--- src/dsq_pkg.sv ---
// Purpose: shared types and constants of the drive sequencing state machine
// Assumes: 40 MHz system clock
// Notes:   state codes follow declaration order, 0 to 7
package dsq_pkg;

    ////////////////////////////////////////////////////////////////////////
    // main sequencing states, code 0 to 7 in this order
    typedef enum logic [2:0] {
        DSQ_ST_DISABLED,
        DSQ_ST_START_EN,
        DSQ_ST_SWITCHED_ON,
        DSQ_ST_READY,
        DSQ_ST_ENABLED,
        DSQ_ST_FSTOP,
        DSQ_ST_TRIP_ACT,
        DSQ_ST_TRIPPED
    } dsq_state_t;

    ////////////////////////////////////////////////////////////////////////
    // timing
    localparam int DSQ_CLK_HZ       = 40_000_000;
    localparam int DSQ_CONT_TMO_S   = 10;
    localparam int DSQ_CONT_TMO_CYC = DSQ_CONT_TMO_S * DSQ_CLK_HZ;
    localparam int DSQ_TMR_W        = 29;

    // transition numbers carried in the cause vector
    localparam int DSQ_TR_LO = 2;
    localparam int DSQ_TR_HI = 23;

    ////////////////////////////////////////////////////////////////////////
    // control inputs, active high except not_coast_stop and not_fast_stop, which are active low
    typedef struct packed {
        logic run;
        logic jog;
        logic not_coast_stop;
        logic not_fast_stop;
        logic enable;
        logic trip;
        logic trip_reset;
        logic contactor_closed;
        logic defluxed;
        logic stack_quenched;
        logic fstop_timer_done;
        logic fstop_mode_coast;
        logic zero_setpoint;
        logic stop_done;
        logic jog_stop_done;
    } dsq_cmd_t;

    // state flags
    typedef struct packed {
        logic tripped;
        logic running;
        logic jogging;
        logic stopping;
        logic out_contactor;
        logic switch_on_enable;
        logic switched_on;
        logic ready;
        logic healthy;
    } dsq_flags_t;

    // after reset only healthy is set
    localparam dsq_flags_t DSQ_FLAGS_RST = 9'h001;

    ////////////////////////////////////////////////////////////////////////
    // whole register state of the sequencer
    typedef struct packed {
        dsq_state_t                     state;
        logic [DSQ_TR_HI:DSQ_TR_LO]     cause_prev;
        logic                           trst_prev;
        logic                           run_prev;
        logic                           jog_prev;
        logic                           stop_cyc;
        logic [DSQ_TMR_W-1:0]           tmr;
        dsq_flags_t                     flags;
    } dsq_regs_t;

    localparam logic [DSQ_TMR_W-1:0] DSQ_TMR_RST = 29'h0000_0000;

endpackage : dsq_pkg

--- src/dsq_drive_sequencing_fsm.sv ---
// Purpose: main sequencing state machine of a motor drive
// Assumes: all inputs except sys_rst synchronous to clk; cfg_reset is a one-cycle pulse
// Notes:   flags are registered together with the state
//
// Functional notes
// RULE1 - state is reported as code 0 disabled through 7 tripped
// RULE2 - running only in enabled; tripped only in trip-active and tripped
// RULE3 - switch-on-enable, switched-on and ready follow the state table
// RULE4 - contactor flag on in states 2 to 6, off tripped, held otherwise
// RULE5 - healthy off in trip states; returns once run and jog are off
// RULE6 - jogging rises on jog cycle start, falls on stop delay or other mode
// RULE7 - stopping during run or jog stop cycles and in fast-stop active
// RULE8 - lowest numbered satisfied exit transition wins
// RULE9 - power-up or configuration reset enters switch-on disabled
// RULE10 - transitions fire on cause rising; trip goes to trip-active
// RULE11 - disabled to start enabled when idle and no stop request
// RULE12 - coast or fast stop returns states 1 to 3 to disabled
// RULE13 - start enabled to switched on on run or jog
// RULE14 - switched on trips after 10 s without contactor closed
// RULE15 - switched on or ready back to start enabled when idle
// RULE16 - switched on to ready on contactor closed and defluxed
// RULE17 - contactor loss in ready, enabled or fast-stop is a trip
// RULE18 - ready to enabled on enable; enabled to ready on enable low
// RULE19 - enabled: coast stop to disabled, fast stop to fast-stop active
// RULE20 - enabled to start enabled when idle and stopping completed
// RULE21 - fast-stop exits on timer, coast mode or zero setpoint
// RULE22 - trip-active to tripped on quench; reset edge clears tripped
`timescale 1ns/1ps

module dsq_drive_sequencing_fsm
    import dsq_pkg::*;
#(
    parameter int CONT_TMO_CYC = DSQ_CONT_TMO_CYC
) (
    input  wire logic       clk,
    input  wire logic       sys_rst,
    input  wire logic       cfg_reset,
    input  wire dsq_cmd_t   cmd,
    output logic [2:0]      seq_state,
    output dsq_flags_t      flags
);

    ////////////////////////////////////////////////////////////////////////
    // state and combinational terms
    dsq_regs_t                  r_r;
    dsq_regs_t                  r_nxt;
    logic [DSQ_TR_HI:DSQ_TR_LO] cause;
    logic [DSQ_TR_HI:DSQ_TR_LO] fire;
    logic                       idle;
    logic                       halt;
    logic                       loss;
    logic                       tmo;
    logic                       trst_rise;
    dsq_state_t                 s;

    localparam logic [DSQ_TMR_W-1:0] TMO_LIM = DSQ_TMR_W'(CONT_TMO_CYC);

    ////////////////////////////////////////////////////////////////////////
    // next state
    always_comb begin
        r_nxt     = r_r;
        idle      = ~cmd.run & ~cmd.jog;
        halt      = ~cmd.not_coast_stop | ~cmd.not_fast_stop;
        loss      = ~cmd.contactor_closed;
        tmo       = (r_r.tmr == TMO_LIM);
        trst_rise = cmd.trip_reset & ~r_r.trst_prev;

        // cause of each transition, indexed by its number
        cause     = '0;
        cause[2]  = cmd.trip;                                       // [RULE10]
        cause[3]  = idle & cmd.not_fast_stop & cmd.not_coast_stop;  // [RULE11]
        cause[4]  = cmd.trip;                                       // [RULE10]
        cause[5]  = halt;                                           // [RULE12]
        cause[6]  = cmd.run | cmd.jog;                              // [RULE13]
        cause[7]  = cmd.trip | tmo;                                 // [RULE14]
        cause[8]  = halt;                                           // [RULE12]
        cause[9]  = idle;                                           // [RULE15]
        cause[10] = cmd.contactor_closed & cmd.defluxed;            // [RULE16]
        cause[11] = cmd.trip | loss;                                // [RULE17]
        cause[12] = halt;                                           // [RULE12]
        cause[13] = idle;                                           // [RULE15]
        cause[14] = cmd.enable;                                     // [RULE18]
        cause[15] = cmd.trip | loss;                                // [RULE17]
        cause[16] = ~cmd.not_coast_stop;                            // [RULE19]
        cause[17] = ~cmd.not_fast_stop;                             // [RULE19]
        cause[18] = idle & cmd.stop_done;                           // [RULE20]
        cause[19] = ~cmd.enable;                                    // [RULE18]
        cause[20] = cmd.trip | loss;                                // [RULE17]
        cause[21] = cmd.fstop_timer_done | cmd.fstop_mode_coast
                  | cmd.zero_setpoint;                              // [RULE21]
        cause[22] = cmd.stack_quenched;                             // [RULE22]
        cause[23] = ~cmd.trip & trst_rise;                          // [RULE22]

        // only a cause that has just become true counts
        fire = cause & ~r_r.cause_prev;                             // [RULE10]

        // each chain is in transition-number order
        unique case (r_r.state)                                     // [RULE8]
            DSQ_ST_DISABLED: begin
                if (fire[2]) begin
                    r_nxt.state = DSQ_ST_TRIP_ACT;
                end else if (fire[3]) begin
                    r_nxt.state = DSQ_ST_START_EN;
                end
            end
            DSQ_ST_START_EN: begin
                if (fire[4]) begin
                    r_nxt.state = DSQ_ST_TRIP_ACT;
                end else if (fire[5]) begin
                    r_nxt.state = DSQ_ST_DISABLED;
                end else if (fire[6]) begin
                    r_nxt.state = DSQ_ST_SWITCHED_ON;
                end
            end
            DSQ_ST_SWITCHED_ON: begin
                if (fire[7]) begin
                    r_nxt.state = DSQ_ST_TRIP_ACT;
                end else if (fire[8]) begin
                    r_nxt.state = DSQ_ST_DISABLED;
                end else if (fire[9]) begin
                    r_nxt.state = DSQ_ST_START_EN;
                end else if (fire[10]) begin
                    r_nxt.state = DSQ_ST_READY;
                end
            end
            DSQ_ST_READY: begin
                if (fire[11]) begin
                    r_nxt.state = DSQ_ST_TRIP_ACT;
                end else if (fire[12]) begin
                    r_nxt.state = DSQ_ST_DISABLED;
                end else if (fire[13]) begin
                    r_nxt.state = DSQ_ST_START_EN;
                end else if (fire[14]) begin
                    r_nxt.state = DSQ_ST_ENABLED;
                end
            end
            DSQ_ST_ENABLED: begin
                if (fire[15]) begin
                    r_nxt.state = DSQ_ST_TRIP_ACT;
                end else if (fire[16]) begin
                    r_nxt.state = DSQ_ST_DISABLED;
                end else if (fire[17]) begin
                    r_nxt.state = DSQ_ST_FSTOP;
                end else if (fire[18]) begin
                    r_nxt.state = DSQ_ST_START_EN;
                end else if (fire[19]) begin
                    r_nxt.state = DSQ_ST_READY;
                end
            end
            DSQ_ST_FSTOP: begin
                if (fire[20]) begin
                    r_nxt.state = DSQ_ST_TRIP_ACT;
                end else if (fire[21]) begin
                    r_nxt.state = DSQ_ST_DISABLED;
                end
            end
            DSQ_ST_TRIP_ACT: begin
                if (fire[22]) begin
                    r_nxt.state = DSQ_ST_TRIPPED;
                end
            end
            DSQ_ST_TRIPPED: begin
                if (fire[23]) begin
                    r_nxt.state = DSQ_ST_DISABLED;
                end
            end
        endcase

        // configuration restore or leaving config mode beats everything
        if (cfg_reset) begin
            r_nxt.state = DSQ_ST_DISABLED;                          // [RULE9]
        end
        s = r_nxt.state;

        // causes restart on entry so one already true at entry still fires
        if (s == r_r.state && !cfg_reset) begin
            r_nxt.cause_prev = cause;
        end else begin
            r_nxt.cause_prev = '0;
        end
        r_nxt.trst_prev = cmd.trip_reset;
        r_nxt.run_prev  = cmd.run;
        r_nxt.jog_prev  = cmd.jog;

        // contactor watchdog, saturates at the limit
        if (r_r.state == DSQ_ST_SWITCHED_ON && loss) begin
            if (!tmo) begin
                r_nxt.tmr = DSQ_TMR_W'(r_r.tmr + 1'b1);             // [RULE14]
            end
        end else begin
            r_nxt.tmr = DSQ_TMR_RST;
        end

        // jog cycle, only while staying enabled
        if (s != DSQ_ST_ENABLED) begin
            r_nxt.flags.jogging = 1'b0;                             // [RULE6]
        end else if (r_r.flags.jogging) begin
            // stop delay over, or run demanded as another mode
            if (cmd.jog_stop_done || cmd.run) begin
                r_nxt.flags.jogging = 1'b0;                         // [RULE6]
            end
        end else if (cmd.jog && !r_r.jog_prev && !cmd.run) begin
            r_nxt.flags.jogging = 1'b1;                             // [RULE6]
        end

        // stopping cycle after run falls or an active jog is released
        if (s != DSQ_ST_ENABLED || cmd.stop_done) begin
            r_nxt.stop_cyc = 1'b0;
        end else if ((r_r.run_prev && !cmd.run)
                  || (r_r.flags.jogging && r_r.jog_prev && !cmd.jog)) begin
            r_nxt.stop_cyc = 1'b1;                                  // [RULE7]
        end

        // flags follow the next state so they line up with seq_state
        r_nxt.flags.tripped  = (s == DSQ_ST_TRIP_ACT)
                             || (s == DSQ_ST_TRIPPED);              // [RULE2]
        r_nxt.flags.running  = (s == DSQ_ST_ENABLED);               // [RULE2]
        r_nxt.flags.stopping = (s == DSQ_ST_FSTOP)
                             || (s == DSQ_ST_ENABLED && r_nxt.stop_cyc); // [RULE7]
        r_nxt.flags.switch_on_enable = (s != DSQ_ST_DISABLED)
                                    && (s != DSQ_ST_TRIPPED);       // [RULE3]
        r_nxt.flags.switched_on = (s >= DSQ_ST_SWITCHED_ON)
                               && (s <= DSQ_ST_TRIP_ACT);           // [RULE3]
        r_nxt.flags.ready    = (s >= DSQ_ST_READY)
                            && (s <= DSQ_ST_TRIP_ACT);              // [RULE3]

        // states 0 and 1 keep whatever the contactor flag was
        unique case (s)
            DSQ_ST_DISABLED,
            DSQ_ST_START_EN: r_nxt.flags.out_contactor = r_r.flags.out_contactor; // [RULE4]
            DSQ_ST_TRIPPED:  r_nxt.flags.out_contactor = 1'b0;      // [RULE4]
            default:         r_nxt.flags.out_contactor = 1'b1;      // [RULE4]
        endcase

        // in tripped healthy latches once run and jog are both off
        unique case (s)
            DSQ_ST_TRIP_ACT: r_nxt.flags.healthy = 1'b0;            // [RULE5]
            DSQ_ST_TRIPPED: begin
                r_nxt.flags.healthy = (r_r.state == DSQ_ST_TRIPPED
                                       && r_r.flags.healthy) || idle; // [RULE5]
            end
            default:         r_nxt.flags.healthy = 1'b1;            // [RULE5]
        endcase
    end

    ////////////////////////////////////////////////////////////////////////
    // registers
    always_ff @(posedge clk or posedge sys_rst) begin
        if (sys_rst) begin
            r_r.state      <= DSQ_ST_DISABLED;                      // [RULE9]
            r_r.cause_prev <= '0;
            r_r.trst_prev  <= 1'b0;
            r_r.run_prev   <= 1'b0;
            r_r.jog_prev   <= 1'b0;
            r_r.stop_cyc   <= 1'b0;
            r_r.tmr        <= DSQ_TMR_RST;
            r_r.flags      <= DSQ_FLAGS_RST;
        end else begin
            r_r <= r_nxt;
        end
    end

    ////////////////////////////////////////////////////////////////////////
    // outputs
    assign seq_state = r_r.state;                                   // [RULE1]
    assign flags     = r_r.flags;

endmodule : dsq_drive_sequencing_fsm

--- config.mk ---
export PLATFORM = sky130hd
export DESIGN_NAME = dsq_drive_sequencing_fsm
export DESIGN_NICKNAME = d
export VERILOG_FILES = /design/src/dsq_pkg.sv /design/src/dsq_drive_sequencing_fsm.sv
export SDC_FILE = /design/constraint.sdc
export NUM_CORES = 1
export LEC_CHECK = 0
export ABC_CLOCK_PERIOD_IN_PS = 2750
export CORE_MARGIN = 10
export CORE_UTILIZATION = 63
export CTS_CLUSTER_DIAMETER = 30
export DETAILED_ROUTE_END_ITERATION = 16
export DONT_BUFFER_PORTS = 1
export PLACE_DENSITY_LB_ADDON = 0.15
export SLEW_MARGIN = 20
export SYNTH_ARGS = -nofsm -noshare
export SYNTH_HDL_FRONTEND = slang
export SYNTH_SLANG_ARGS = --single-unit
--- constraint.sdc ---
create_clock -name clk -period 2.75 [get_ports clk]
set_input_delay 0 -clock clk [delete_from_list [all_inputs] [get_ports clk]]
set_output_delay 0 -clock clk [all_outputs]
set_load 0.005 [all_outputs]
==> metrics.txt, run 1 <==
# TYPE chip_impl_metric gauge
chip_impl_info{name="status",value="complete, no violations"} 1
chip_impl_metric{name="synth.mux.area_fraction",unit="%"} 0.915
chip_impl_metric{name="synthXorXnorAreaFrac",unit="%"} 7.16
chip_impl_metric{name="min_period",unit="ns"} 2.57
chip_impl_metric{name="grt_remaining_overflow",unit=""} 0
chip_impl_metric{name="timing.final.max_slew_violations",unit=""} 0
chip_impl_metric{name="synth_cell_type_count",unit=""} 60
chip_impl_metric{name="nFillCells",unit=""} 386
chip_impl_metric{name="detailroute.via_count",unit=""} 2489
chip_impl_metric{name="clock_sinks",unit=""} 61
chip_impl_metric{name="reg2reg_depth",unit=""} 9
chip_impl_metric{name="number_of_enable_flip_flop_cells_after_synthesis",unit=""} 0
chip_impl_metric{name="synthesis.nets",unit=""} 357
chip_impl_metric{name="r2r_setup_slack",unit="ns"} 0.18
chip_impl_metric{name="ant_nets",unit=""} 0
chip_impl_metric{name="grt_antenna_before_repair",unit=""} 0
chip_impl_metric{name="syn_area",unit="sq um"} 3280
chip_impl_metric{name="setup_viol_count_final",unit=""} 0
chip_impl_metric{name="post_synth_and_or_nand_nor_area_fraction",unit="%"} 27.1
chip_impl_metric{name="netlist_instances",unit=""} 337
chip_impl_info{name="critical_path.reg2reg.startpoint",value="r_r[9]"} 1
chip_impl_metric{name="horiz_die_dim",unit="um"} 92.2
chip_impl_metric{name="max_freq",unit="MHz"} 389
chip_impl_metric{name="fin_nets",unit=""} 366
chip_impl_metric{name="io_buf_count",unit=""} 0
chip_impl_metric{name="std_cell_rows",unit=""} 26
chip_impl_metric{name="drcViolationCount",unit=""} 0
chip_impl_metric{name="initial_utilization",unit="%"} 64.7
chip_impl_metric{name="timing.critical_path.fanout_max",unit=""} 13
chip_impl_metric{name="synth_largest_type_area_fraction",unit="%"} 45.7
chip_impl_metric{name="dp_slack",unit="ns"} 0.137
chip_impl_info{name="synth_top_family_by_area",value="simple AND/OR/NAND/NOR gates"} 1
chip_impl_metric{name="synth_seq_area_share",unit="%"} 46.5
chip_impl_metric{name="power.leakage",unit="nW"} 1.49
chip_impl_metric{name="worst_slew_margin_rel",unit="%"} 34.2
chip_impl_metric{name="hold_viol_final",unit=""} 0
chip_impl_metric{name="worst-endpoint-arrival",unit="ns"} 2.80
chip_impl_info{name="holdCritStartpoint",value="cmd[2]"} 1
chip_impl_metric{name="synth_compound_area_share",unit="%"} 10.7
chip_impl_metric{name="floorplan.io_pins",unit=""} 30
chip_impl_metric{name="wl_per_cell",unit="um"} 16.8
chip_impl_metric{name="largest_net_degree_at_the_start_of_global_routing",unit=""} 31
chip_impl_metric{name="clock_tree.buffer_depth",unit=""} 2
chip_impl_metric{name="worst_clock_skew",unit="ns"} 0.0117
chip_impl_metric{name="place.detailed.instances",unit=""} 391
chip_impl_metric{name="wire_length_of_the_first_global_routing_pass",unit="um"} 11800
chip_impl_metric{name="flow.area_growth_from_synthesis",unit="%"} 11.2
chip_impl_metric{name="vias_in_the_first_global_route",unit=""} 2473
chip_impl_metric{name="final_cell_count_no_fill",unit=""} 421
chip_impl_info{name="whs_endpoint",value="r_r[61]"} 1
chip_impl_metric{name="first_pass_iters",unit=""} 5
chip_impl_info{name="crit-reg2reg-capture",value="r_r[56]"} 1
chip_impl_metric{name="layout.core_utilization",unit="%"} 71.9
chip_impl_metric{name="worst_ir_drop_vdd",unit="V"} 0.000567
chip_impl_metric{name="post_synth.cell_area_avg",unit="sq um"} 9.74
chip_impl_metric{name="crit_required",unit="ns"} 2.98
chip_impl_info{name="crit_type",value="reg -> reg"} 1
chip_impl_metric{name="routed_wl",unit="um"} 7080
chip_impl_info{name="cts_root_buf",value="sky130_fd_sc_hd__clkbuf_8"} 1
chip_impl_metric{name="cts_made_buffers",unit=""} 9
chip_impl_metric{name="max_slew.worst_pin.slew",unit="ns"} 0.987
chip_impl_info{name="leading_area_contributor_after_synthesis",value="sky130_fd_sc_hd__dfrtp_1"} 1
chip_impl_metric{name="antennaDiodeCount",unit=""} 0
chip_impl_info{name="hold_path_class",value="in -> reg"} 1
chip_impl_metric{name="yosys.area_share.adder",unit="%"} 0.762
chip_impl_metric{name="h-tree-depth",unit=""} 3
chip_impl_metric{name="clock_insertion_delay_worst_skew",unit="ns"} 0.35
chip_impl_info{name="synth.top_cells.by_area",value="sky130_fd_sc_hd__dfrtp_1 (46%), sky130_fd_sc_hd__nor2_1 (5.1%), sky130_fd_sc_hd__xor2_1 (4.3%)"} 1
chip_impl_metric{name="fp.dieArea",unit="sq um"} 8500
chip_impl_info{name="cts_tree",value="built"} 1
chip_impl_metric{name="routed_via_density",unit=""} 5.91
chip_impl_metric{name="worst_slack",unit="ns"} 0.178
chip_impl_metric{name="gp_congestion",unit=""} 1.04
chip_impl_metric{name="detailed_place_hpwl",unit="um"} 4830
chip_impl_info{name="synth_flop_cell",value="sky130_fd_sc_hd__dfrtp_1"} 1
chip_impl_metric{name="min_path_cells",unit=""} 2
chip_impl_info{name="worst_setup_path_start_kind",value="flop"} 1
chip_impl_metric{name="floorplan.core_area",unit="sq um"} 5070
chip_impl_metric{name="die-height",unit="um"} 92.2
chip_impl_metric{name="detail_route.iter0.violations",unit=""} 147
chip_impl_metric{name="cap_violations",unit=""} 0
chip_impl_metric{name="async_flop_share",unit="%"} 100
chip_impl_metric{name="final_layout_size_suffix_gt1_share",unit="%"} 13.4
chip_impl_metric{name="grtUsageTotal",unit="%"} 17.4
chip_impl_metric{name="count_of_yosys_warnings_during_synthesis",unit=""} 0
chip_impl_metric{name="finalCritPeriodShare",unit="%"} 93.5
chip_impl_info{name="worstSetupEndpointType",value="flop"} 1
chip_impl_metric{name="power.density_cell_area",unit="nW/um^2"} 864
chip_impl_metric{name="path_clk_slew",unit="ns"} 0.07
chip_impl_metric{name="synth.ff_latch_count",unit=""} 61
-- cell usage in the layout, fill, tap and decap left out, types with 4 or more instances in the layout --
| cell type | instances |
|---|---|
| sky130_fd_sc_hd__dfrtp_1 | 60 |
| sky130_fd_sc_hd__nor2_1 | 45 |
| sky130_fd_sc_hd__nand2_1 | 27 |
| sky130_fd_sc_hd__nor3_1 | 17 |
| sky130_fd_sc_hd__xor2_1 | 16 |
| sky130_fd_sc_hd__nand3_1 | 14 |
| sky130_fd_sc_hd__dlygate4sd3_1 | 14 |
| sky130_fd_sc_hd__inv_1 | 12 |
| sky130_fd_sc_hd__a21oi_1 | 10 |
| sky130_fd_sc_hd__nand4_1 | 9 |
| sky130_fd_sc_hd__xnor2_1 | 9 |
| sky130_fd_sc_hd__clkbuf_8 | 9 |
| sky130_fd_sc_hd__buf_4 | 9 |
| sky130_fd_sc_hd__nor4b_1 | 8 |
| sky130_fd_sc_hd__o21ai_0 | 7 |
| sky130_fd_sc_hd__nand2b_1 | 5 |
| sky130_fd_sc_hd__or3_1 | 5 |
| sky130_fd_sc_hd__and4_1 | 4 |
| sky130_fd_sc_hd__and3_1 | 4 |
| sky130_fd_sc_hd__nor4_1 | 4 |
-- flip-flops by register name, summed over array words and instances (netlist names) --
register   count
flags          9
r_r           49
seq_state      3
-- what timing repair did --
| item | in CTS | in global routing |
|---|---|---|
| gates resized for setup | 0 | 3 |
| hold buffers | 14 | 0 |
| endpoints found under the hold margin | 55 | 0 |
| setup buffers | 0 | 0 |
| endpoints found under the setup margin | 0 | 6 |
-- cells by family (layout without fill, tap and decap cells) --
| kind of cell | Yosys count | count (layout) |
|---|---|---|
| AND/OR/NAND/NOR | 163 | 163 |
| flip-flops | 61 | 61 |
| AO/OA/AOI/OAI | 44 | 44 |
| buffers and inverters | 38 | 52 |
| XOR/XNOR | 26 | 26 |
| multiplexers | 3 | 3 |
| adder cells (fa/ha/maj) | 2 | 2 |
-- Yosys cell counts, drive strengths merged (5+ instances only) --
library cell / n
nor3: 20
nand2b: 6
and3: 5
nand4: 9
xor2: 16
a21oi: 11
buf: 22
nor4: 5
nand3: 14
inv: 13
xnor2: 10
nand2: 27
nor2: 45
or3: 5
o21ai: 10
dfrtp: 60
nor4b: 11
-- worst max-delay path by stage --
stage                start        to  slack (ns)  cells past startpoint
finish              r_r[9]   r_r[56]        0.18                      9
global route        r_r[9]   r_r[62]      -0.002                      9
CTS                 r_r[9]   r_r[56]        0.06                      9
detailed placement  r_r[9]  flags[4]        0.14                      9
global placement    r_r[9]  flags[4]        0.23                      9
floorplan           r_r[9]  flags[3]        0.47                     10
-- per-stage QoR --
stage	setup TNS, ns	hold slack [ns]	total power, mW	instance area, sq um
floorplan	0	0.0314	2.04	3280
global placement	0	-0.00837	2.14	3260
detailed placement	0	-0.0104	2.16	3260
CTS	0	0.0199	3.15	3640
global route	-0.00564	0.0545	3.31	3650
finish	0	0.0196	3.15	3650
-- routing by layer --
| metal | wire length (um) | up-vias | part of all wire (%) | global-route usage (%) |
|---|---|---|---|---|
| met5 | 0 | - | 0 | 0 |
| met2 | 3590 | 73 | 51 | 28.8 |
| met4 | 214 | 0 | 3.0 | 9.51 |
| met3 | 400 | 19 | 5.6 | 5.54 |
| met1 | 2880 | 1206 | 41 | 19.4 |
| li1 | - | 1191 | - | - |
-- layout make-up --
| cell class | instances | area [sq um] | area share (%) |
|---|---|---|---|
| multi-input combinational | 238 | 1540 | 42.2 |
| inverter | 13 | 48.8 | 1.34 |
| clock inverter | 6 | 111 | 3.05 |
| timing repair buffer | 23 | 208 | 5.69 |
| tap | 70 | 87.6 | 2.40 |
| sequential | 61 | 1530 | 41.9 |
| clock buffer | 10 | 128 | 3.50 |
-- critical path: stages, from the launching register on --
cell	delay (ns)
sky130_fd_sc_hd__dfrtp_1	0.38
sky130_fd_sc_hd__inv_1	0.10
sky130_fd_sc_hd__ha_1	0.14
sky130_fd_sc_hd__nor4b_1	0.24
sky130_fd_sc_hd__and4_1	0.28
sky130_fd_sc_hd__and3_2	0.29
sky130_fd_sc_hd__o311ai_2	0.15
sky130_fd_sc_hd__a211oi_2	0.29
sky130_fd_sc_hd__buf_4	0.24
sky130_fd_sc_hd__nor4b_1	0.32
-- power by group --
part | switching [mW] | internal, mW | leakage, nW
Combinational | 0.663 | 0.382 | 0.552
Clock | 0.370 | 0.602 | 0.116
Sequential | 0.104 | 1.03 | 0.822
Note: power is estimated with default switching activity, not from simulation.
==> inputs of run 2 (changes only) <==
--- a/config.mk
+++ b/config.mk
@@ -6,6 +6,7 @@
 export NUM_CORES = 1
 export LEC_CHECK = 0
 export ABC_CLOCK_PERIOD_IN_PS = 2750
+export CORE_ASPECT_RATIO = 1.5
 export CORE_MARGIN = 10
 export CORE_UTILIZATION = 63
 export CTS_CLUSTER_DIAMETER = 30
==> metrics.txt, run 2 (synthesis gave the netlist of run 1 again) <==
# TYPE chip_impl_metric gauge
chip_impl_info{name="status",value="complete, no violations"} 1
chip_impl_metric{name="routed_via_density",unit=""} 5.95
chip_impl_metric{name="ant_nets",unit=""} 0
chip_impl_metric{name="path_clk_slew",unit="ns"} 0.07
chip_impl_metric{name="final_layout_size_suffix_gt1_share",unit="%"} 13.6
chip_impl_info{name="worstSetupEndpointType",value="flop"} 1
chip_impl_metric{name="routed_wl",unit="um"} 7590
chip_impl_metric{name="cts_made_buffers",unit=""} 9
chip_impl_metric{name="clock_tree.buffer_depth",unit=""} 2
chip_impl_metric{name="nFillCells",unit=""} 398
chip_impl_info{name="largest-register",value="r_r"} 1
chip_impl_metric{name="grtUsageTotal",unit="%"} 18.5
chip_impl_metric{name="r2r_setup_slack",unit="ns"} 0.22
chip_impl_info{name="cts_tree",value="built"} 1
chip_impl_metric{name="fp.dieArea",unit="sq um"} 8560
chip_impl_metric{name="setup_viol_count_final",unit=""} 0
chip_impl_metric{name="floorplan.io_pins",unit=""} 30
chip_impl_metric{name="wire_length_of_the_first_global_routing_pass",unit="um"} 12600
chip_impl_metric{name="post-cts-setup-buffers",unit=""} 0
chip_impl_metric{name="grt_antenna_before_repair",unit=""} 0
chip_impl_metric{name="timing.critical_path.fanout_max",unit=""} 13
chip_impl_metric{name="hold_viol_final",unit=""} 0
chip_impl_metric{name="clock_insertion_delay_worst_skew",unit="ns"} 0.34
chip_impl_metric{name="grt_remaining_overflow",unit=""} 0
chip_impl_metric{name="crit_required",unit="ns"} 2.98
chip_impl_metric{name="worst_slew_margin_rel",unit="%"} 33.7
chip_impl_info{name="cts_root_buf",value="sky130_fd_sc_hd__clkbuf_8"} 1
chip_impl_info{name="hold_path_class",value="in -> reg"} 1
chip_impl_metric{name="worst-endpoint-arrival",unit="ns"} 2.76
chip_impl_metric{name="detailroute.via_count",unit=""} 2497
chip_impl_metric{name="area_taken_by_multi_input_logic_gates",unit="sq um"} 1540
chip_impl_metric{name="fin_nets",unit=""} 367
chip_impl_metric{name="timing.final.max_slew_violations",unit=""} 0
chip_impl_info{name="mostFrequentLayoutCells",value="sky130_fd_sc_hd__dfrtp_1 (60), sky130_fd_sc_hd__nor2_1 (45), sky130_fd_sc_hd__nand2_1 (27), sky130_fd_sc_hd__nor3_1 (17), sky130_fd_sc_hd__xor2_1 (16)"} 1
chip_impl_info{name="layout.cells.most_common",value="sky130_fd_sc_hd__dfrtp_1"} 1
chip_impl_metric{name="final-seq-area",unit="sq um"} 1530
chip_impl_metric{name="cap_violations",unit=""} 0
chip_impl_metric{name="gp_congestion",unit=""} 0.922
chip_impl_metric{name="worst_clock_skew",unit="ns"} 0.0110
chip_impl_metric{name="largest_register_ffs",unit=""} 49
chip_impl_info{name="worst_setup_path_start_kind",value="flop"} 1
chip_impl_metric{name="drcViolationCount",unit=""} 0
chip_impl_metric{name="detailed_place_hpwl",unit="um"} 5280
chip_impl_metric{name="std_cell_rows",unit=""} 32
chip_impl_metric{name="min_period",unit="ns"} 2.53
chip_impl_metric{name="flow.area_growth_from_synthesis",unit="%"} 11.2
chip_impl_metric{name="max_slew.worst_pin.slew",unit="ns"} 0.994
chip_impl_metric{name="power.density_cell_area",unit="nW/um^2"} 852
chip_impl_metric{name="max_freq",unit="MHz"} 395
chip_impl_metric{name="first_pass_iters",unit=""} 4
chip_impl_metric{name="design_power_total",unit="mW"} 3.11
chip_impl_info{name="grt_setup_unrepaired",value="false"} 1
chip_impl_metric{name="largest_net_degree_at_the_start_of_global_routing",unit=""} 33
chip_impl_metric{name="floorplan.core_area",unit="sq um"} 5080
chip_impl_metric{name="antennaDiodeCount",unit=""} 0
chip_impl_metric{name="power.leakage",unit="nW"} 1.49
chip_impl_metric{name="worst_ir_drop_vdd",unit="V"} 0.000479
chip_impl_metric{name="clock_sinks",unit=""} 61
chip_impl_info{name="crit_type",value="reg -> reg"} 1
chip_impl_metric{name="horiz_die_dim",unit="um"} 78.9
chip_impl_metric{name="wl_per_cell",unit="um"} 18.1
chip_impl_metric{name="initial_utilization",unit="%"} 64.6
chip_impl_metric{name="die-height",unit="um"} 108
chip_impl_metric{name="vias_in_the_first_global_route",unit=""} 2578
chip_impl_metric{name="detail_route.iter0.violations",unit=""} 102
chip_impl_metric{name="io_buf_count",unit=""} 0
chip_impl_metric{name="fin_tns_setup",unit="ns"} 0
chip_impl_metric{name="finalCritPeriodShare",unit="%"} 92.0
chip_impl_metric{name="h-tree-depth",unit=""} 3
## run 2: final cells by class
class	count	area share, %
Clock buffer	11	4.15
Clock inverter	5	2.23
Inverter	13	1.34
Multi-Input combinational cell	238	42.2
Sequential cell	61	41.9
Tap cell	68	2.33
Timing Repair Buffer	24	5.90
## run 2: critical path, stage by stage (launching register included)
cell                       delay [ns]
sky130_fd_sc_hd__dfrtp_1         0.62
sky130_fd_sc_hd__nand2b_4        0.24
sky130_fd_sc_hd__nand2_1         0.06
sky130_fd_sc_hd__a311oi_1        0.45
sky130_fd_sc_hd__a211oi_1        0.20
sky130_fd_sc_hd__a211oi_4        0.39
sky130_fd_sc_hd__nand2_1         0.17
sky130_fd_sc_hd__nor4b_1         0.29
## run 2: final timing paths
kind | startpoint | endpoint | cells past startpoint
hold reg to reg | r_r[35] | r_r[35] | 2
setup reg to reg | seq_state[1] | r_r[58] | 7
hold / removal | cmd[13] | r_r[38] | 3
min in group asynchronous | sys_rst | r_r[61] | 2
max in group asynchronous | sys_rst | r_r[39] | 3
setup / recovery | seq_state[1] | r_r[58] | 7
## run 2: through the flow
stage	cells	hold WS, ns	cell area, sq um	setup WS (ns)	util (%)
after floorplan	337	0.0314	3280	0.470	-
after global placement	390	0.00503	3270	0.286	64.3
after detailed placement	390	0.00856	3270	0.164	64.3
after CTS	420	0.0127	3640	0.158	71.6
after global routing	420	0.0574	3650	0.0145	71.8
final	420	0.0292	3650	0.219	71.8
## run 2: power by group
part | internal (mW) | total, mW | switching, mW
registers | 1.03 | 1.15 | 0.115
clock network | 0.561 | 0.924 | 0.363
logic | 0.372 | 1.04 | 0.667
total | 1.97 | 3.11 | 1.15
## run 2: metal layers
metal / global-route usage [%] / vias up / wire length, um
li1: - / 1189 / -
met1: 18.7 / 1226 / 2820
met2: 33.6 / 60 / 4150
met3: 4.24 / 22 / 322
met4: 11.1 / 0 / 301
met5: 0 / - / 0
## run 2: timing repair
action | CTS | global route
endpoints found under the hold margin | 54 | 0
hold buffers | 14 | 0
gates resized for setup | 0 | 3
endpoints found under the setup margin | 0 | 8
==> inputs of run 3 (changes only) <==
--- a/config.mk
+++ b/config.mk
@@ -12,6 +12,7 @@
 export CTS_CLUSTER_DIAMETER = 30
 export DETAILED_ROUTE_END_ITERATION = 16
 export DONT_BUFFER_PORTS = 1
+export MAX_ROUTING_LAYER = met4
 export PLACE_DENSITY_LB_ADDON = 0.15
 export SLEW_MARGIN = 20
 export SYNTH_ARGS = -nofsm -noshare
==> metrics.txt, run 3 (synthesis gave the netlist of run 1 again) <==
# TYPE chip_impl_metric gauge
chip_impl_metric{name="setup_viol_count_final",unit=""} 0
chip_impl_metric{name="max_freq",unit="MHz"} 391
chip_impl_metric{name="wire_length_of_the_first_global_routing_pass",unit="um"} 13000
chip_impl_info{name="dr.max_layer_used",value="met4"} 1
chip_impl_metric{name="detailed_place_hpwl",unit="um"} 5360
chip_impl_metric{name="crit_required",unit="ns"} 3.03
chip_impl_metric{name="worst_ir_drop_vdd",unit="V"} 0.000649
chip_impl_info{name="cts_root_buf",value="sky130_fd_sc_hd__clkbuf_8"} 1
chip_impl_info{name="status",value="complete, no violations"} 1
chip_impl_metric{name="worst_clock_skew",unit="ns"} 0.0110
chip_impl_metric{name="grt_antenna_before_repair",unit=""} 0
chip_impl_metric{name="detailroute.via_count",unit=""} 2502
chip_impl_metric{name="clock_tree.buffer_depth",unit=""} 2
chip_impl_metric{name="floorplan.io_pins",unit=""} 30
chip_impl_metric{name="finalCritPeriodShare",unit="%"} 92.9
chip_impl_metric{name="largest_net_degree_at_the_start_of_global_routing",unit=""} 31
chip_impl_metric{name="fin_nets",unit=""} 366
chip_impl_metric{name="path_clk_slew",unit="ns"} 0.07
chip_impl_metric{name="design_power_total",unit="mW"} 3.15
chip_impl_info{name="critical_path.slowest_cell",value="sky130_fd_sc_hd__dfrtp_1"} 1
chip_impl_metric{name="power.density_cell_area",unit="nW/um^2"} 863
chip_impl_metric{name="met3RoutedLength",unit="um"} 304
chip_impl_metric{name="routed_wl",unit="um"} 7620
chip_impl_info{name="critical_path.reg2reg.startpoint",value="r_r[10]"} 1
chip_impl_metric{name="flow.area_growth_from_synthesis",unit="%"} 11.2
chip_impl_info{name="mostFrequentLayoutCells",value="sky130_fd_sc_hd__dfrtp_1 (59), sky130_fd_sc_hd__nor2_1 (45), sky130_fd_sc_hd__nand2_1 (27), sky130_fd_sc_hd__nor3_1 (17), sky130_fd_sc_hd__xor2_1 (16)"} 1
chip_impl_metric{name="initial_utilization",unit="%"} 64.6
chip_impl_metric{name="power.leakage",unit="nW"} 1.49
chip_impl_metric{name="ant_nets",unit=""} 0
chip_impl_info{name="worstPathCellList",value="inv_1, ha_1, nor4b_1, and4_1, and3_2, o311ai_2, nand4_1, nor3_2, and3_1"} 1
chip_impl_metric{name="io_buf_count",unit=""} 0
chip_impl_metric{name="worst-endpoint-arrival",unit="ns"} 2.84
chip_impl_info{name="worst_setup_path_start_kind",value="flop"} 1
chip_impl_metric{name="clock_sinks",unit=""} 61
chip_impl_metric{name="layout.core_utilization",unit="%"} 71.8
chip_impl_metric{name="fp.dieArea",unit="sq um"} 8560
chip_impl_metric{name="largest_register_ffs",unit=""} 49
chip_impl_metric{name="drcViolationCount",unit=""} 0
chip_impl_info{name="crit-reg2reg-capture",value="flags[6]"} 1
chip_impl_metric{name="first_pass_iters",unit=""} 4
chip_impl_metric{name="max_stage_delay",unit="ns"} 0.38
chip_impl_info{name="hold_path_class",value="in -> async"} 1
chip_impl_metric{name="final_layout_size_suffix_gt1_share",unit="%"} 13.4
chip_impl_info{name="cts_tree",value="built"} 1
chip_impl_metric{name="hold_viol_final",unit=""} 0
chip_impl_metric{name="antennaDiodeCount",unit=""} 0
chip_impl_info{name="grt_setup_unrepaired",value="true"} 1
chip_impl_metric{name="horiz_die_dim",unit="um"} 78.9
chip_impl_metric{name="floorplan.core_area",unit="sq um"} 5080
chip_impl_metric{name="vias_in_the_first_global_route",unit=""} 2598
chip_impl_info{name="crit_type",value="reg -> reg"} 1
chip_impl_metric{name="worst_slack",unit="ns"} 0.196
chip_impl_metric{name="reg2reg_depth",unit=""} 9
chip_impl_metric{name="cap_violations",unit=""} 0
chip_impl_metric{name="final.hold.worst_slack",unit="ns"} 0.0310
chip_impl_metric{name="timing.critical_path.fanout_max",unit=""} 6
chip_impl_info{name="worstSetupEndpointType",value="flop"} 1
chip_impl_metric{name="r2r_setup_slack",unit="ns"} 0.20
chip_impl_metric{name="clock_insertion_delay_worst_skew",unit="ns"} 0.35
chip_impl_metric{name="die-height",unit="um"} 108
chip_impl_metric{name="gp_congestion",unit=""} 0.992
chip_impl_metric{name="met1Wirelength",unit="um"} 2840
chip_impl_metric{name="dp_slack",unit="ns"} 0.155
chip_impl_info{name="layout.cells.most_common",value="sky130_fd_sc_hd__dfrtp_1"} 1
chip_impl_metric{name="cts_made_buffers",unit=""} 9
chip_impl_metric{name="grt_remaining_overflow",unit=""} 0
chip_impl_metric{name="max_slew.worst_pin.slew",unit="ns"} 0.973
chip_impl_metric{name="timing.final.max_slew_violations",unit=""} 0
chip_impl_metric{name="worst_slew_margin_rel",unit="%"} 35.1
chip_impl_metric{name="h-tree-depth",unit=""} 3
chip_impl_metric{name="grtUsageTotal",unit="%"} 20.0
chip_impl_metric{name="min_period",unit="ns"} 2.55
chip_impl_metric{name="detail_route.iter0.violations",unit=""} 237
chip_impl_info{name="largest-register",value="r_r"} 1
chip_impl_metric{name="wl_per_cell",unit="um"} 18.2
chip_impl_metric{name="routed_via_density",unit=""} 5.97
chip_impl_metric{name="route.met2.wl",unit="um"} 4100
chip_impl_metric{name="std_cell_rows",unit=""} 32
run 3: cell types whose count changed in the layout (fill, tap and decap cells not counted):
cell                        previous run  this run
sky130_fd_sc_hd__clkbuf_8             11         9
sky130_fd_sc_hd__buf_4                10         9
sky130_fd_sc_hd__dfrtp_2               0         1
sky130_fd_sc_hd__inv_6                 1         0
sky130_fd_sc_hd__dfrtp_1              60        59
sky130_fd_sc_hd__clkinv_4              0         1
sky130_fd_sc_hd__clkbuf_1              0         1
sky130_fd_sc_hd__bufinv_16             2         3
run 3: worst max-delay path by stage:
| stage | from | to | slack, ns | depth (start not counted) |
|---|---|---|---|---|
| final | r_r[10] | flags[6] | 0.20 | 9 |
| after global routing | r_r[10] | flags[6] | -0.03 | 9 |
| after CTS | r_r[9] | r_r[58] | 0.16 | 9 |
| after detailed placement | r_r[9] | r_r[59] | 0.16 | 9 |
| after global placement | r_r[9] | r_r[57] | 0.26 | 9 |
| after floorplan | r_r[9] | flags[3] | 0.47 | 10 |
run 3: critical path: cells and delay by family, from the launching register on:
family          cells  cell delay [ns]
simple gates        6             1.49
fa+ha+maj           1             0.17
compound gates      1             0.38
flops               1             0.38
buf+inv             1             0.07
run 3: per-layer routing:
| metal | vias to the layer above | track usage (%) |
|---|---|---|
| met2 | 64 | 34.8 |
| met1 | 1222 | 20.2 |
| met3 | 28 | 4.15 |
| met5 | - | - |
| met4 | 0 | 11.7 |
| li1 | 1188 | - |
run 3: final cells by class:
| class | count | area (sq um) |
|---|---|---|
| clock inverters | 6 | 111 |
| clock buffers | 10 | 128 |
| flip-flops and latches | 61 | 1530 |
| well taps | 68 | 85.1 |
| repair buffers | 23 | 208 |
| fillers | 412 | 1440 |
| multi-input cells | 238 | 1540 |
| inverters | 13 | 48.8 |
run 3: repair_timing:
item,in CTS,in global routing
endpoints found under the hold margin,86,0
buffers inserted,0,0
gates resized for setup,0,4
endpoints found under the setup margin,0,14
hold buffers,14,0
run 3: stage by stage:
| stage | std cells | cell area (sq um) | setup TNS (ns) |
|---|---|---|---|
| 2_1_floorplan | 337 | 3280 | 0 |
| 3_3_place_gp | 389 | 3260 | 0 |
| 3_5_place_dp | 389 | 3260 | 0 |
| 4_1_cts | 419 | 3640 | 0 |
| 5_1_grt | 419 | 3650 | -0.0316 |
| 6_report | 419 | 3650 | 0 |
run 3: power breakdown:
| part | leakage, nW | internal [mW] | switching [mW] |
|---|---|---|---|
| combinational | 0.551 | 0.370 | 0.672 |
| clock | 0.116 | 0.602 | 0.361 |
| sequential | 0.821 | 1.03 | 0.112 |
